[src/hdl/dmc_pkg.sv]
// Purpose: constants and carrier types for the dual converter mode/status block
// Assumes: 8-bit special-function-register access, byte-wide data
// Notes: offsets are the register addresses in the SFR space
package dmc_pkg;
  localparam logic [7:0] DMC_MODE_ADDR = 8'hD1;
  localparam logic [7:0] DMC_STAT_ADDR = 8'hD8;
  localparam logic [7:0] DMC_PCFG_ADDR = 8'hD2;
  localparam logic [7:0] DMC_ACFG_ADDR = 8'hD3;
  localparam logic [7:0] DMC_DEC_ADDR = 8'hD4;
  localparam logic [7:0] DMC_PRES_H_ADDR = 8'hDA;
  localparam logic [7:0] DMC_PRES_L_ADDR = 8'hD9;
  localparam logic [7:0] DMC_ARES_H_ADDR = 8'hDC;
  localparam logic [7:0] DMC_ARES_L_ADDR = 8'hDB;
  localparam logic [7:0] DMC_POFF_H_ADDR = 8'hE2;
  localparam logic [7:0] DMC_POFF_L_ADDR = 8'hE1;
  localparam logic [7:0] DMC_AOFF_H_ADDR = 8'hE4;
  localparam logic [7:0] DMC_AOFF_L_ADDR = 8'hE3;
  localparam logic [7:0] DMC_PGN_H_ADDR = 8'hEA;
  localparam logic [7:0] DMC_PGN_L_ADDR = 8'hE9;
  localparam logic [7:0] DMC_AGN_H_ADDR = 8'hEC;
  localparam logic [7:0] DMC_AGN_L_ADDR = 8'hEB;
  localparam logic [7:0] DMC_MODE_RST = 8'h00;
  localparam logic [7:0] DMC_STAT_RST = 8'h00;
  localparam logic [7:0] DMC_PCFG_RST = 8'h07;
  localparam logic [7:0] DMC_ACFG_RST = 8'h00;
  localparam logic [7:0] DMC_DEC_RST = 8'h45;
  localparam logic [15:0] DMC_OFF_RST = 16'h8000;
  localparam logic [15:0] DMC_GAIN_RST = 16'h5555;
  localparam logic [7:0] DMC_MODE_MASK = 8'h37;
  localparam logic [7:0] DMC_STAT_MASK = 8'hFC;
  localparam int DMC_PEN_BIT = 5;
  localparam int DMC_AEN_BIT = 4;
  localparam int DMC_PRIMARY_READY_BIT = 7;
  localparam int DMC_AUXILIARY_READY_BIT = 6;
  localparam int DMC_CAL_BIT = 5;
  localparam int DMC_NOREF_BIT = 4;
  localparam int DMC_PRIMARY_ERROR_BIT = 3;
  localparam int DMC_AUXILIARY_ERROR_BIT = 2;
  localparam int DMC_XREF_BIT = 6;
  localparam logic [1:0] DMC_TEMP_SEL = 2'h2;
  localparam logic [2:0] DMC_MD_PDOWN = 3'h0;
  localparam logic [2:0] DMC_MD_IDLE = 3'h1;
  localparam logic [2:0] DMC_MD_SINGLE = 3'h2;
  localparam logic [2:0] DMC_MD_CONT = 3'h3;
  localparam logic [2:0] DMC_MD_IZS = 3'h4;
  localparam logic [2:0] DMC_MD_IFS = 3'h5;
  localparam logic [2:0] DMC_MD_SZS = 3'h6;
  localparam logic [2:0] DMC_MD_SFS = 3'h7;
  localparam logic [15:0] DMC_ALL_ONES = 16'hFFFF;
  localparam logic [15:0] DMC_ALL_ZEROS = 16'h0000;

  typedef enum logic [1:0] {
    DMC_IN_CHAN = 2'h0,
    DMC_IN_SHORT = 2'h1,
    DMC_IN_REF = 2'h2
  } dmc_insel_e;

  typedef struct packed {
    logic enable;
    logic hold_reset;
    logic run;
    logic calibrate;
    logic cal_full;
    dmc_insel_e in_sel;
  } dmc_conv_ctl_s;

  typedef struct packed {
    logic done;
    logic [15:0] data;
    logic cal_fail;
  } dmc_conv_res_s;
endpackage
[src/hdl/dmc_mode_status.sv]
// Purpose: mode, status, result and coefficient registers for two sigma-delta converters
// Assumes: SFR-style byte port, writes and reads synchronous to core_clk_i
// Notes: datapath reports done pulses with data; this block gates and stores them
`timescale 1ns/1ps
`default_nettype none
module dmc_mode_status (
  input wire logic core_clk_i,
  input wire logic rst_i,
  input wire logic [7:0] sfr_addr_i,
  input wire logic [7:0] sfr_wdata_i,
  input wire logic sfr_wr_i,
  input wire logic sfr_rd_i,
  output logic [7:0] sfr_rdata_o,
  input wire logic reference_missing_i,
  input wire dmc_pkg::dmc_conv_res_s prim_res_i,
  input wire dmc_pkg::dmc_conv_res_s aux_res_i,
  output var dmc_pkg::dmc_conv_ctl_s prim_ctl_o,
  output var dmc_pkg::dmc_conv_ctl_s aux_ctl_o,
  output logic conv_reset_both_o,
  output logic aux_reset_only_o,
  output logic [7:0] decimation_factor_o
);
  import dmc_pkg::*;

  logic [7:0] mode_r;
  logic [7:0] mode_nxt;
  logic [7:0] status_r;
  logic [7:0] status_nxt;
  logic [7:0] pcfg_r;
  logic [7:0] acfg_r;
  logic [7:0] dec_r;
  logic [15:0] pres_r;
  logic [15:0] ares_r;
  logic [15:0] poff_r;
  logic [15:0] aoff_r;
  logic [15:0] pgain_r;
  logic [15:0] again_r;
  logic [7:0] rdata_r;
  dmc_conv_ctl_s pctl_r;
  dmc_conv_ctl_s actl_r;
  logic rst_both_r;
  logic rst_aux_r;

  function automatic logic hit(input logic [7:0] a, input logic [7:0] b);
    hit = (a == b);
  endfunction

  function automatic dmc_conv_ctl_s decode_ctl(input logic en, input logic [2:0] md);
    dmc_conv_ctl_s c;
    c.enable = en && (md != DMC_MD_PDOWN);
    c.hold_reset = en && (md == DMC_MD_IDLE);
    c.run = en && (md == DMC_MD_SINGLE || md == DMC_MD_CONT);
    c.calibrate = en && md[2];
    c.cal_full = en && md[2] && md[0];
    case (md)
      DMC_MD_IZS: begin
        c.in_sel = DMC_IN_SHORT;
      end
      DMC_MD_IFS: begin
        // internal or external source follows the datapath's own select bit
        c.in_sel = DMC_IN_REF;
      end
      default: begin
        c.in_sel = DMC_IN_CHAN;
      end
    endcase
    decode_ctl = c;
  endfunction

  function automatic logic is_clamped(input logic [15:0] d);
    is_clamped = (d == DMC_ALL_ONES) || (d == DMC_ALL_ZEROS);
  endfunction

  ////////////////////////////////////////////////////////////////////////
  // write decode and mode tracking
  wire wr_mode = sfr_wr_i && hit(sfr_addr_i, DMC_MODE_ADDR);
  wire wr_stat = sfr_wr_i && hit(sfr_addr_i, DMC_STAT_ADDR);
  wire wr_pcfg = sfr_wr_i && hit(sfr_addr_i, DMC_PCFG_ADDR);
  wire wr_acfg = sfr_wr_i && hit(sfr_addr_i, DMC_ACFG_ADDR);
  wire wr_dec = sfr_wr_i && hit(sfr_addr_i, DMC_DEC_ADDR);
  wire [7:0] wmode = sfr_wdata_i & DMC_MODE_MASK;
  wire [2:0] md = mode_r[2:0];
  wire [2:0] wmd = wmode[2:0];
  wire p_en = mode_r[DMC_PEN_BIT];
  wire a_en = mode_r[DMC_AEN_BIT];
  wire md_start = wr_mode && (wmd != DMC_MD_PDOWN);
  // unchanged mode with only the auxiliary enabled does not disturb the primary
  wire aux_only = wr_mode && (wmd == md) && !wmode[DMC_PEN_BIT] && wmode[DMC_AEN_BIT];
  wire reset_both = wr_mode && !aux_only;
  wire reset_aux = aux_only || wr_acfg || (wr_mode && wmode[DMC_AEN_BIT] && !a_en);
  // a converter counts as active only when enabled and out of power-down
  wire p_live = p_en && (md != DMC_MD_PDOWN);
  wire a_live = a_en && (md != DMC_MD_PDOWN);
  wire active = p_live || a_live;
  wire cal_mode = md[2];
  wire single_mode = (md == DMC_MD_SINGLE);

  ////////////////////////////////////////////////////////////////////////
  // completion gating
  wire primary_ready = status_r[DMC_PRIMARY_READY_BIT];
  wire auxiliary_ready = status_r[DMC_AUXILIARY_READY_BIT];
  // a start write in the same cycle discards the stale completion
  wire p_done = prim_res_i.done && p_live && !primary_ready && !wr_mode;
  wire a_done = aux_res_i.done && a_live && !auxiliary_ready && !wr_mode;
  wire p_xref_bad = pcfg_r[DMC_XREF_BIT] && status_r[DMC_NOREF_BIT];
  wire a_xref_bad = acfg_r[DMC_XREF_BIT] && status_r[DMC_NOREF_BIT];
  wire [15:0] p_data = p_xref_bad ? DMC_ALL_ONES : prim_res_i.data;
  wire [15:0] a_data = a_xref_bad ? DMC_ALL_ONES : aux_res_i.data;
  wire a_temp = (acfg_r[5:4] == DMC_TEMP_SEL);
  wire p_cal_ok = cal_mode && p_done && !prim_res_i.cal_fail;
  wire a_cal_ok = cal_mode && a_done && !aux_res_i.cal_fail && !a_temp;
  wire p_conv = !cal_mode && p_done;
  wire a_conv = !cal_mode && a_done;
  wire p_err = p_conv ? is_clamped(p_data) : (p_done && !p_cal_ok);
  wire a_err = a_conv ? is_clamped(a_data) : (a_done && !a_cal_ok);
  // all enabled converters finished; single and calibration then drop to power-down
  wire p_fin = !p_en || p_done || primary_ready;
  wire a_fin = !a_en || a_done || auxiliary_ready;
  wire op_end = (single_mode || cal_mode) && active && (p_done || a_done) && p_fin && a_fin;

  ////////////////////////////////////////////////////////////////////////
  // next-state for mode and status
  always_comb begin
    mode_nxt = mode_r;
    if (wr_mode) begin
      mode_nxt = wmode;
    end else if (op_end) begin
      mode_nxt = {mode_r[7:3], DMC_MD_PDOWN};
    end
  end

  always_comb begin
    status_nxt = status_r;
    if (wr_stat) begin
      status_nxt[DMC_PRIMARY_READY_BIT] = sfr_wdata_i[DMC_PRIMARY_READY_BIT];
      status_nxt[DMC_AUXILIARY_READY_BIT] = sfr_wdata_i[DMC_AUXILIARY_READY_BIT];
    end
    if (md_start) begin
      status_nxt[DMC_PRIMARY_READY_BIT] = 1'b0;
      status_nxt[DMC_AUXILIARY_READY_BIT] = 1'b0;
      status_nxt[DMC_CAL_BIT] = 1'b0;
      status_nxt[DMC_PRIMARY_ERROR_BIT] = 1'b0;
      status_nxt[DMC_AUXILIARY_ERROR_BIT] = 1'b0;
    end
    // hardware sets win over software clears
    if (p_done) begin
      status_nxt[DMC_PRIMARY_READY_BIT] = 1'b1;
    end
    if (a_done) begin
      status_nxt[DMC_AUXILIARY_READY_BIT] = 1'b1;
    end
    if (p_err) begin
      status_nxt[DMC_PRIMARY_ERROR_BIT] = 1'b1;
    end
    if (a_err) begin
      status_nxt[DMC_AUXILIARY_ERROR_BIT] = 1'b1;
    end
    if (op_end && cal_mode) begin
      status_nxt[DMC_CAL_BIT] = 1'b1;
    end
    status_nxt[DMC_NOREF_BIT] = active && reference_missing_i;
    status_nxt = status_nxt & DMC_STAT_MASK;
  end

  ////////////////////////////////////////////////////////////////////////
  // register storage
  always_ff @(posedge core_clk_i or posedge rst_i) begin
    if (rst_i) begin
      mode_r <= DMC_MODE_RST;
      status_r <= DMC_STAT_RST;
    end else begin
      mode_r <= mode_nxt;
      status_r <= status_nxt;
    end
  end

  always_ff @(posedge core_clk_i or posedge rst_i) begin
    if (rst_i) begin
      pcfg_r <= DMC_PCFG_RST;
      acfg_r <= DMC_ACFG_RST;
      dec_r <= DMC_DEC_RST;
    end else begin
      if (wr_pcfg) begin
        pcfg_r <= sfr_wdata_i;
      end
      if (wr_acfg) begin
        acfg_r <= sfr_wdata_i;
      end
      if (wr_dec) begin
        dec_r <= sfr_wdata_i;
      end
    end
  end

  always_ff @(posedge core_clk_i or posedge rst_i) begin
    if (rst_i) begin
      pres_r <= DMC_ALL_ZEROS;
      ares_r <= DMC_ALL_ZEROS;
    end else begin
      if (p_conv) begin
        pres_r <= p_data;
      end
      if (a_conv) begin
        ares_r <= a_data;
      end
    end
  end

  // coefficient bytes are software writable; calibration writes them on success
  // coefficients take the raw datapath word; all-ones forcing is for results only
  always_ff @(posedge core_clk_i or posedge rst_i) begin
    if (rst_i) begin
      poff_r <= DMC_OFF_RST;
      pgain_r <= DMC_GAIN_RST;
    end else if (p_cal_ok) begin
      if (md[0]) begin
        pgain_r <= prim_res_i.data;
      end else begin
        poff_r <= prim_res_i.data;
      end
    end else if (sfr_wr_i) begin
      poff_r <= {hit(sfr_addr_i, DMC_POFF_H_ADDR) ? sfr_wdata_i : poff_r[15:8],
                 hit(sfr_addr_i, DMC_POFF_L_ADDR) ? sfr_wdata_i : poff_r[7:0]};
      pgain_r <= {hit(sfr_addr_i, DMC_PGN_H_ADDR) ? sfr_wdata_i : pgain_r[15:8],
                  hit(sfr_addr_i, DMC_PGN_L_ADDR) ? sfr_wdata_i : pgain_r[7:0]};
    end
  end

  always_ff @(posedge core_clk_i or posedge rst_i) begin
    if (rst_i) begin
      aoff_r <= DMC_OFF_RST;
      again_r <= DMC_GAIN_RST;
    end else if (a_cal_ok) begin
      if (md[0]) begin
        again_r <= aux_res_i.data;
      end else begin
        aoff_r <= aux_res_i.data;
      end
    end else if (sfr_wr_i) begin
      aoff_r <= {hit(sfr_addr_i, DMC_AOFF_H_ADDR) ? sfr_wdata_i : aoff_r[15:8],
                 hit(sfr_addr_i, DMC_AOFF_L_ADDR) ? sfr_wdata_i : aoff_r[7:0]};
      again_r <= {hit(sfr_addr_i, DMC_AGN_H_ADDR) ? sfr_wdata_i : again_r[15:8],
                  hit(sfr_addr_i, DMC_AGN_L_ADDR) ? sfr_wdata_i : again_r[7:0]};
    end
  end

  ////////////////////////////////////////////////////////////////////////
  // read mux, registered; unmapped addresses read zero
  logic [7:0] rd_mux;
  always_comb begin
    case (sfr_addr_i)
      DMC_MODE_ADDR: rd_mux = mode_r & DMC_MODE_MASK;
      DMC_STAT_ADDR: rd_mux = status_r & DMC_STAT_MASK;
      DMC_PCFG_ADDR: rd_mux = pcfg_r;
      DMC_ACFG_ADDR: rd_mux = acfg_r;
      DMC_DEC_ADDR: rd_mux = dec_r;
      DMC_PRES_H_ADDR: rd_mux = pres_r[15:8];
      DMC_PRES_L_ADDR: rd_mux = pres_r[7:0];
      DMC_ARES_H_ADDR: rd_mux = ares_r[15:8];
      DMC_ARES_L_ADDR: rd_mux = ares_r[7:0];
      DMC_POFF_H_ADDR: rd_mux = poff_r[15:8];
      DMC_POFF_L_ADDR: rd_mux = poff_r[7:0];
      DMC_AOFF_H_ADDR: rd_mux = aoff_r[15:8];
      DMC_AOFF_L_ADDR: rd_mux = aoff_r[7:0];
      DMC_PGN_H_ADDR: rd_mux = pgain_r[15:8];
      DMC_PGN_L_ADDR: rd_mux = pgain_r[7:0];
      DMC_AGN_H_ADDR: rd_mux = again_r[15:8];
      DMC_AGN_L_ADDR: rd_mux = again_r[7:0];
      default: rd_mux = 8'h00;
    endcase
  end

  ////////////////////////////////////////////////////////////////////////
  // converter control outputs, from flops
  wire dmc_conv_ctl_s pctl_nxt = decode_ctl(mode_nxt[DMC_PEN_BIT], mode_nxt[2:0]);
  wire dmc_conv_ctl_s actl_nxt = decode_ctl(mode_nxt[DMC_AEN_BIT], mode_nxt[2:0]);

  always_ff @(posedge core_clk_i or posedge rst_i) begin
    if (rst_i) begin
      pctl_r <= '0;
      actl_r <= '0;
    end else begin
      pctl_r <= pctl_nxt;
      actl_r <= actl_nxt;
    end
  end

  ////////////////////////////////////////////////////////////////////////
  // read data holds until the next read strobe
  always_ff @(posedge core_clk_i or posedge rst_i) begin
    if (rst_i) begin
      rdata_r <= 8'h00;
    end else if (sfr_rd_i) begin
      rdata_r <= rd_mux;
    end
  end

  // one-cycle pulses; a primary change restarts both so the auxiliary stays in step
  always_ff @(posedge core_clk_i or posedge rst_i) begin
    if (rst_i) begin
      rst_both_r <= 1'b0;
      rst_aux_r <= 1'b0;
    end else begin
      rst_both_r <= reset_both || wr_pcfg;
      rst_aux_r <= reset_aux && !reset_both;
    end
  end

  assign sfr_rdata_o = rdata_r;
  assign prim_ctl_o = pctl_r;
  assign aux_ctl_o = actl_r;
  assign conv_reset_both_o = rst_both_r;
  assign aux_reset_only_o = rst_aux_r;
  assign decimation_factor_o = dec_r;
endmodule
`default_nettype wire

[config.mk]
export PLATFORM = sky130hd
export DESIGN_NAME = dmc_mode_status
export DESIGN_NICKNAME = d
export VERILOG_FILES = /design/src/hdl/dmc_pkg.sv /design/src/hdl/dmc_mode_status.sv
export SDC_FILE = /design/constraint.sdc
export NUM_CORES = 1
export LEC_CHECK = 0
export BUFFER_PORTS_ARGS = -buffer_cell sky130_fd_sc_hd__buf_2
export CAP_MARGIN = 20
export CORE_UTILIZATION = 35
export DETAILED_ROUTE_END_ITERATION = 6
export GPL_TIMING_DRIVEN = 0
export PLACE_DENSITY = 0.57
export SLEW_MARGIN = 20
export SYNTH_ARGS = -nofsm -noshare
export SYNTH_HDL_FRONTEND = slang
export SYNTH_SLANG_ARGS = --single-unit
export TNS_END_PERCENT = 100
[constraint.sdc]
create_clock -name core_clk_i -period 4.57 [get_ports core_clk_i]
set_input_delay 0.2285 -clock core_clk_i [delete_from_list [all_inputs] [get_ports core_clk_i]]
set_output_delay 0.2285 -clock core_clk_i [all_outputs]
set_load 0.005 [all_outputs]
## Yosys cells after proc, flatten, opt, wreduce, memory -nomap -nowiden

Cells that the tools add are included.

- Output and inout port bits: 32
- Logic and storage cells: 204
- Bits in registers: 153
- Input bits: 57

- Reductions and logical operators: 103
- Equality and inequality tests: 31
- Mux-type cells: 36

Operators with widths:

| kind | number |
|---|---|
| $mux 16 | 14 |
| $eq 8x8->1 const B | 17 |
| $pmux 8 s17 | 1 |
| $mux 8 | 8 |
| $logic_and 1x1->1 | 48 |
| $eq 16x16->1 const B | 2 |
| $logic_not 16->1 | 2 |
| $reduce_bool 2->1 | 13 |
| $reduce_and 3->1 | 8 |
| $reduce_bool 3->1 | 5 |
| $logic_not 1->1 | 14 |
| $logic_or 1x1->1 | 13 |
| $eq 3x2->1 const B | 3 |
| $ne 2x2->1 const B | 4 |
| $mux 1 | 7 |
| $eq 3x3->1 const B | 2 |
| $mux 3 | 2 |
| $mux 6 | 1 |
| $mux 2 | 2 |
| $pmux 2 s2 | 1 |
| $eq 3x1->1 const B | 1 |
| $eq 3x3->1 | 1 |
| $eq 2x2->1 const B | 1 |

## Longest topological paths before layout

Gate-level depths: netlist of run 1.

- Depth in word-level cells: 14
- Mapped depth: 9
- Gate-level depth less buffers: 5

## Worst setup path after synthesis of run 1

No wires, ideal clock.

- Kind: input to register
- Start point: input port sfr_addr_i[3]
- End point: register pgain_r[11]
- Library setup time: 0.066 ns
- Setup slack: 2.751 ns
- Data arrival time: 1.753 ns
- Required time: 4.504 ns
- Path buffers: 2
- Stages on the path: 7
- Cell sequence: nand4bb_1 buf_4 o31ai_4 or2_1 buf_6 mux2i_1 o211a_1

- Cells in the longest elaborated chain, start to end: 8
- Elaborated cells between the ends (all ways): 12
- Classes of those cells: eq/ne (3); mux (1); reduce/logical (8)

Ends and longest elaborated chain:

| item | RTL line | text |
|---|---|---|
| from (decl) | dmc_mode_status.sv:9 | `input wire logic [7:0] sfr_addr_i,` |
| $eq 8x8->1 | dmc_mode_status.sv:45 | `hit = (a == b);` |
| $logic_and 1x1->1 | dmc_mode_status.sv:76 | `wire wr_mode = sfr_wr_i && hit(sfr_addr_i, DMC_MODE_ADDR);` |
| $logic_not 1->1 | dmc_mode_status.sv:103 | `wire p_done = prim_res_i.done && p_live && !primary_ready && !wr_mode;` |
| $logic_and 1x1->1 | dmc_mode_status.sv:103 |  |
| $logic_and 1x1->1 (2 in series) | dmc_mode_status.sv:110 | `wire p_cal_ok = cal_mode && p_done && !prim_res_i.cal_fail;` |
| $ne 2x2->1 (no source line) or $reduce_bool 2->1 (tied branches) | -- |  |
| $reduce_and 3->1 (no source line) | -- |  |
| to (signal assigned) | dmc_mode_status.sv:217 | `pgain_r <= prim_res_i.data;` |
| to (signal assigned) | dmc_mode_status.sv:224 | `pgain_r <= {hit(sfr_addr_i, DMC_PGN_H_ADDR) ? sfr_wdata_i : pgain_r[15:8],` |
| to (decl) | dmc_mode_status.sv:36 | `logic [15:0] pgain_r;` |

Parallel ways exist; a longest one is shown, timed or not.
A chain may end at the register's enable or synchronous reset.

## Worst setup path in the final report of run 1

- Start point: register mode_r[0]
- End point: register ares_r[15]

- Cells in the longest elaborated chain, start to end: 6

Ends and longest elaborated chain:

| item | RTL line | text |
|---|---|---|
| from (decl) | dmc_mode_status.sv:25 | `logic [7:0] mode_r;` |
| from (signal assigned) | dmc_mode_status.sv:172 | `mode_r <= mode_nxt;` |
| $reduce_bool 3->1 | dmc_mode_status.sv:93 | `wire a_live = a_en && (md != DMC_MD_PDOWN);` |
| $logic_and 1x1->1 | dmc_mode_status.sv:93 |  |
| $logic_and 1x1->1 (3 in series) | dmc_mode_status.sv:104 | `wire a_done = aux_res_i.done && a_live && !auxiliary_ready && !wr_mode;` |
| $logic_and 1x1->1 | dmc_mode_status.sv:113 | `wire a_conv = !cal_mode && a_done;` |
| to (signal assigned) | dmc_mode_status.sv:204 | `ares_r <= a_data;` |
| to (decl) | dmc_mode_status.sv:33 | `logic [15:0] ares_r;` |

Every way passes these cells.

==> summary.txt, run 1 <==
IO buf count: 85
Worst EP required: 4.93 ns
DRT antenna net count: 0
Post-Synth Simple-Gate Area: 21.9%
Worst min path class: in -> reg
Setup Crit Path Kind: reg -> reg
Setup Skew: 0.00721 ns
Number of synthesized flops with an enable pin: 0
# Post-CTS Setup Buffers: 0
H-tree lvl count: 4
Synthesized flop and latch total: 153
Initial DRC Count: 1019
Slew headroom: 28.4%
Synthesized cell area: 8500 um2
Placeable Area: 23700 um2
Cell variety after synth: 75
Clk sinks: 153
First-pass GRT wire length: 50500 um
Worst slew pin tran: 1.06 ns
Placed inst area: 9370 um2
GRT Util Overall: 28.5%
Hold Vio Cnt, Final: 0
GP Congestion: 0.976
Number of global-route vias before repair: 7573
Worst hold start: reference_missing_i
Design Area, Final: 9950 um2
CTS buffer count: 17
Hold Slack: 0.0252 ns
WL/cell: 26.6 um
Post-synthesis sequential area ratio: 45.4%
Final WL: 34400 um
CP Launch Point: mode_r[0]
Critical-path cell list: clkbuf_1 -> o21bai_1 -> nor2_1 -> clkbuf_1 -> nor2_1 -> a21oi_1
Drc violations: 0
Total gr overflow: 0
Max Freq: 0.399 GHz
Finished Core Util: 42.0%
Synth warn: 0
Pwr dens: 375 nW/um2
Worst path bufs/invs: 2
Mean post-synth cell area: 9.95 um2
RSZ-0062 raised after global routing: false
Area Growth Syn to Fin: 17.0%
DIE HEIGHT: 158 um
Floorplan die width: 158 um
Post-synthesis mux area share: 6.64%
Asr flop ratio synth: 100%
FF-to-FF Start: mode_r[0]
FP Rows: 56
Max Buffers Root-to-Sink: 2
Synth Area in XOR/XNOR: 0.309%
Final setup vio count: 0
Via/cell ratio: 6.18
Worst-path clk slew: 0.07 ns
Worst Setup End Kind: flop
Synth Area in Compound Gates: 21.2%
Most common flop cell mapped by yosys: dfrtp_1
Layout cell share with drive strength beyond 1: 23.7%
# nets final: 1018
CTS root buffer: clkbuf_16
Worst Setup Start Kind: flop
Cts repair resizes: 0
Family with the most delay on the worst path: buffers and inverters
Final total power: 0.00373 W
Antenna cell count: 0
CP max stage cell: clkbuf_1
Max-cap viol count: 0
Final Cycle Share: 54.9%
Worst-skew pair later-pin latency: 0.44 ns
Mapped Cells: 855
CTS tree: done
Syn_nets: 912
Largest family of logic cells by synthesized area: simple AND/OR/NAND/NOR gates
I/O pin count: 89
Largest stage delay on the critical path: 0.58 ns
Synth Area in Adders: 0%
Router iterations before antenna repair: 5
Min cycle time layout: 2.51 ns
Fin. max-slew vios: 0
Largest net degree at the start of global routing: 93
Post-DP HPWL: 24900 um
Crit Path Max Fanout: 10
Status: completed
Pleak: 4.32 nW
Data arrival, critical path: 2.87 ns
Initial antenna violation count: 0
Full die area: 24900 um2
Initial Utilization: 35.9%
Worst VDD drop: 0.232 mV
Via Count: 7993
-- final timing paths --
| path | cells after the start | slack, ns | to |
|---|---|---|---|
| min in group asynchronous | 3 | 0.36 | ares_r[14] |
| worst max register to register | 6 | 2.06 | ares_r[15] |
| worst max-delay path | 6 | 2.06 | ares_r[15] |
| worst min-delay path | 3 | 0.03 | status_r[4] |
| worst min register to register | 1 | 0.51 | acfg_r[3] |
| max in group asynchronous | 4 | 3.36 | pgain_r[10] |
-- kinds of logic after synthesis --
kind of cell	count (synthesis)
AOI/OAI and AO/OA	219
xor gates and xnor gates	3
buffers and inverters	84
DFF	153
muxes	49
and+or+nand+nor	347
-- state kept, by name, indices dropped and copies added (netlist names) --
| name | cells |
|---|---|
| prim_ctl_o | 5 |
| pgain_r | 16 |
| aux_ctl_o | 7 |
| poff_r | 16 |
| sfr_rdata_o | 8 |
| ares_r | 16 |
| decimation_factor_o | 8 |
| aux_reset_only_o | 1 |
| mode_r | 5 |
| pres_r | 16 |
| pcfg_r | 8 |
| aoff_r | 16 |
| acfg_r | 8 |
| conv_reset_both_o | 1 |
| status_r | 6 |
| again_r | 16 |
-- area by class of cell --
cell class | count | area, um2
buffer | 74 | 347
clock inverter | 15 | 141
sequential | 153 | 3860
timing repair buffer | 87 | 463
fill | 2402 | 13700
multi-input combinational | 618 | 4270
inverter | 10 | 45.0
clock buffer | 17 | 425
tap | 319 | 399
-- placed cells by master, fill, tap and decap left out, types with 7 or more instances in the layout --
master	n
buf_4	7
nor2_1	88
o211a_1	49
a32oi_1	10
nand2b_1	18
o22ai_1	11
nor3_1	20
a22oi_1	28
buf_2	101
clkbuf_16	17
mux2i_1	12
mux2_2	33
or3_1	60
o21ai_0	13
nor2b_1	15
nand2_1	23
dfstp_2	24
clkbuf_1	47
nand3_1	60
a21oi_1	40
dfrtp_1	129
o221a_2	8
nand4_1	13
inv_1	9
a311oi_1	9
nor3b_1	7
nor4_1	15
-- synthesized netlist by cell type (3+ instances only) --
| cell | n | share of area (%) |
|---|---|---|
| nand2_1 | 23 | 1.0 |
| inv_1 | 10 | 0.44 |
| and3_1 | 5 | 0.37 |
| buf_6 | 3 | 0.40 |
| a211oi_1 | 3 | 0.26 |
| and4b_1 | 3 | 0.35 |
| a21o_1 | 3 | 0.26 |
| buf_4 | 7 | 0.62 |
| nor4_1 | 15 | 1.1 |
| nor2b_1 | 15 | 1.1 |
| o22ai_1 | 11 | 0.81 |
| a22oi_1 | 28 | 2.5 |
| nand3_1 | 60 | 3.5 |
| mux2i_1 | 12 | 1.4 |
| buf_2 | 16 | 0.94 |
| a311oi_1 | 9 | 0.93 |
| a32oi_1 | 10 | 1.0 |
| clkbuf_1 | 47 | 2.1 |
| o21ai_0 | 13 | 0.77 |
| dfrtp_1 | 129 | 38 |
| nor3_2 | 3 | 0.35 |
| or3_1 | 60 | 4.4 |
| nor3b_1 | 7 | 0.62 |
| mux2_2 | 33 | 4.4 |
| o211a_1 | 49 | 5.8 |
| o2bb2ai_1 | 3 | 0.31 |
| a221o_1 | 3 | 0.35 |
| nor2_1 | 88 | 3.9 |
| a21oi_1 | 40 | 2.4 |
| nand2b_1 | 18 | 1.3 |
| nand4_1 | 13 | 0.96 |
| a221oi_1 | 5 | 0.51 |
| dfstp_2 | 24 | 7.4 |
| nor3_1 | 20 | 1.2 |
| a22o_1 | 6 | 0.62 |
| o221a_2 | 8 | 1.1 |
-- routing by layer --
metal / wire [um] / vias to the layer above / global-route usage, %
met5: 0 / - / 0
met2: 15100 / 444 / 42.7
met4: 1420 / 0 / 12.4
li1: - / 3463 / -
met1: 14800 / 4007 / 39.4
met3: 3090 / 79 / 6.10
-- power breakdown --
part | internal [W] | switching (W) | leakage, nW | total, W
Sequential | 0.00157 | 0.000200 | 1.98 | 0.00177
Combinational | 0.000219 | 0.000352 | 2.09 | 0.000571
Clock | 0.000758 | 0.000629 | 0.260 | 0.00139
Total | 0.00255 | 0.00118 | 4.32 | 0.00373
-- worst min-delay path, stage by stage --
cell	delay (ns)
buf_2	0.10
o21ai_0	0.06
nor2_1	0.04
-- metrics by stage --
stage               setup TNS, ns  setup WS, ns  instances
finish                          0          2.06       1293
floorplan                       0         0.260        855
detailed placement              0          1.75       1260
global route                    0          2.02       1293
global placement          -221.80         -1.72       1259
CTS                             0          2.14       1293
-- what timing repair did --
item	4_1_cts	5_1_grt
hold endpoints to repair	54	0
setup endpoints to repair	0	0
hold buffers	1	0
No activity file was read; power rests on OpenSTA's default activity.
==> run 2: changes to the inputs <==
- clock period: 4.57 -> 2.2 ns (I/O delays scaled with it)
==> summary.txt, run 2 (synthesized netlist as in run 1, its figures left out) <==
DRT antenna net count: 0 (unchanged)
Via Count: 8002 (was 7993)
Most common cell after layout, fill and taps aside: dfrtp_1 (unchanged)
GRT Util Overall: 28.9% (was 28.5%)
CTS tree: done (unchanged)
Hold Vio Cnt, Final: 0 (unchanged)
CTS root buffer: clkbuf_16 (unchanged)
Setup Crit Path Kind: in -> reg (was reg -> reg)
Status: finished, violations left (was completed)
Layout cell share with drive strength beyond 1: 25.2% (was 23.7%)
Number of global-route vias before repair: 7599 (was 7573)
Worst slew pin tran: 0.984 ns (was 1.06 ns)
Final Cycle Share: 100%
Initial DRC Count: 1001 (was 1019)
Worst-path clk slew: 0.07 ns (about the same)
Dpl ws: -0.526 ns (was 1.75 ns)
H-tree lvl count: 4 (unchanged)
Final Worst Setup Slack: -0.00762 ns (was 2.06 ns)
Max Buffers Root-to-Sink: 2 (unchanged)
Worst Setup End Kind: flop (unchanged)
Failing checks: design-rule violations, negative setup slack
CTS buffer count: 17 (unchanged)
DIE HEIGHT: 158 um (unchanged)
Worst VDD drop: 0.524 mV (was 0.232 mV)
Floorplan die width: 158 um (unchanged)
Drc violations: 1 (was 0)
Placeable Area: 23700 um2 (unchanged)
Pleak: 4.43 nW (was 4.32 nW)
Worst Setup Start Kind: input port (was flop)
Final setup vio count: 1 (was 0)
Min cycle time layout: 2.21 ns
Filler instances: 2368 (was 2402)
Area Growth Syn to Fin: 19.4% (was 17.0%)
Total gr overflow: 0 (unchanged)
# nets final: 1026 (was 1018)
Full die area: 24900 um2 (unchanged)
# Post-CTS Setup Buffers: 0 (unchanged)
Slew headroom: 33.8% (was 28.4%)
Initial antenna violation count: 0 (unchanged)
WL/cell: 26.7 um (was 26.6 um)
Setup Skew: 0.00676 ns (was 0.00721 ns)
Initial Utilization: 35.9% (unchanged)
I/O pin count: 89 (unchanged)
Largest net degree at the start of global routing: 34 (was 93)
Fin. max-slew vios: 0 (unchanged)
Worst min path class: in -> reg (unchanged)
Crit Path Max Fanout: 10 (unchanged)
Pwr dens: 791 nW/um2 (was 375 nW/um2)
Final WL: 34800 um (was 34400 um)
Hold Slack: 0.00440 ns (was 0.0252 ns)
Antenna cell count: 0 (unchanged)
Worst EP required: 2.57 ns (was 4.93 ns)
IO buf count: 85 (unchanged)
Data arrival, critical path: 2.57 ns (was 2.87 ns)
RSZ-0062 raised after global routing: true (was false)
Max Freq: 0.453 GHz
Worst-skew pair later-pin latency: 0.45 ns (was 0.44 ns)
Max-cap viol count: 0 (unchanged)
FP Rows: 56 (unchanged)
Commonest non-fill, non-tap cells in the layout: dfrtp_1, buf_2, nor2_1 (unchanged)
Via/cell ratio: 6.15 (was 6.18)
Post-DP HPWL: 25300 um (was 24900 um)
GP Congestion: 0.967 (was 0.976)
First-pass GRT wire length: 51100 um (was 50500 um)
Router iterations before antenna repair: 7 (was 5)
Clk sinks: 153 (unchanged)
[run 2: path summary, 6_finish.rpt]
| kind | startpoint | endpoint | slack [ns] | depth (start not counted) |
|---|---|---|---|---|
| worst max-delay path | sfr_addr_i[0] | sfr_rdata_o[6] | -0.008 | 7 |
| worst min-delay path | prim_res_i[2] | pres_r[1] | 0.004 | 3 |
| worst max register to register | mode_r[4] | aoff_r[12] | 0 | 6 |
| worst min register to register | acfg_r[3] | acfg_r[3] | 0.51 | 1 |
| max in group asynchronous | rst_i | poff_r[15] | 1.19 | 5 |
| min in group asynchronous | rst_i | ares_r[13] | 0.22 | 3 |
[run 2: area by class of cell]
| class | count | area [um2] | area share (%) |
|---|---|---|---|
| buffer | 74 | 357 | 3.51 |
| tap | 319 | 399 | 3.93 |
| timing repair buffer | 95 | 583 | 5.74 |
| clock inverter | 15 | 191 | 1.89 |
| sequential | 153 | 3860 | 38.0 |
| inverter | 10 | 41.3 | 0.407 |
| multi-input combinational | 618 | 4300 | 42.3 |
| clock buffer | 17 | 425 | 4.19 |
[run 2: power breakdown]
| group | internal (W) | switching, W | leakage, nW |
|---|---|---|---|
| logic | 0.000476 | 0.000739 | 2.16 |
| clock network | 0.00181 | 0.00134 | 0.297 |
| registers | 0.00326 | 0.000411 | 1.98 |
[run 2: routing by layer]
layer	vias to the layer above	track usage [%]	share of wire (%)	wire length, um
met5	-	0	0	0
met4	0	11.0	3.8	1310
met3	80	5.72	8.3	2890
met2	454	43.5	44	15400
met1	3991	40.6	44	15200
li1	3477	-	-	-
[run 2: repair_timing]
action                                  CTS  global route
hold buffers                              5             0
resized for setup                         5            18
gates cloned                              0             0
endpoints found under the setup margin   52            55
endpoints found under the hold margin    22             0
[run 2: worst max-delay path, stage by stage]
cell and delay [ns]:
buf_2 0.13, buf_2 0.27, buf_1 0.57, clkbuf_1 0.59, a21boi_0 0.48, o22ai_1 0.21
a32oi_1 0.20
[run 2: per-stage QoR]
| stage | setup TNS (ns) | power [W] | utilization (%) | instance area [um2] | cells |
|---|---|---|---|---|---|
| finish | -0.00762 | 0.00803 | 42.9 | 10200 | 1301 |
| floorplan | 0 | 0.00423 | - | 8510 | 855 |
| global placement | -133.45 | 0.00483 | 39.4 | 9330 | 1259 |
| global route | -0.351 | 0.00830 | 42.9 | 10200 | 1301 |
| CTS | 0 | 0.00801 | 42.8 | 10100 | 1301 |
| detailed placement | -8.13 | 0.00488 | 39.9 | 9450 | 1264 |
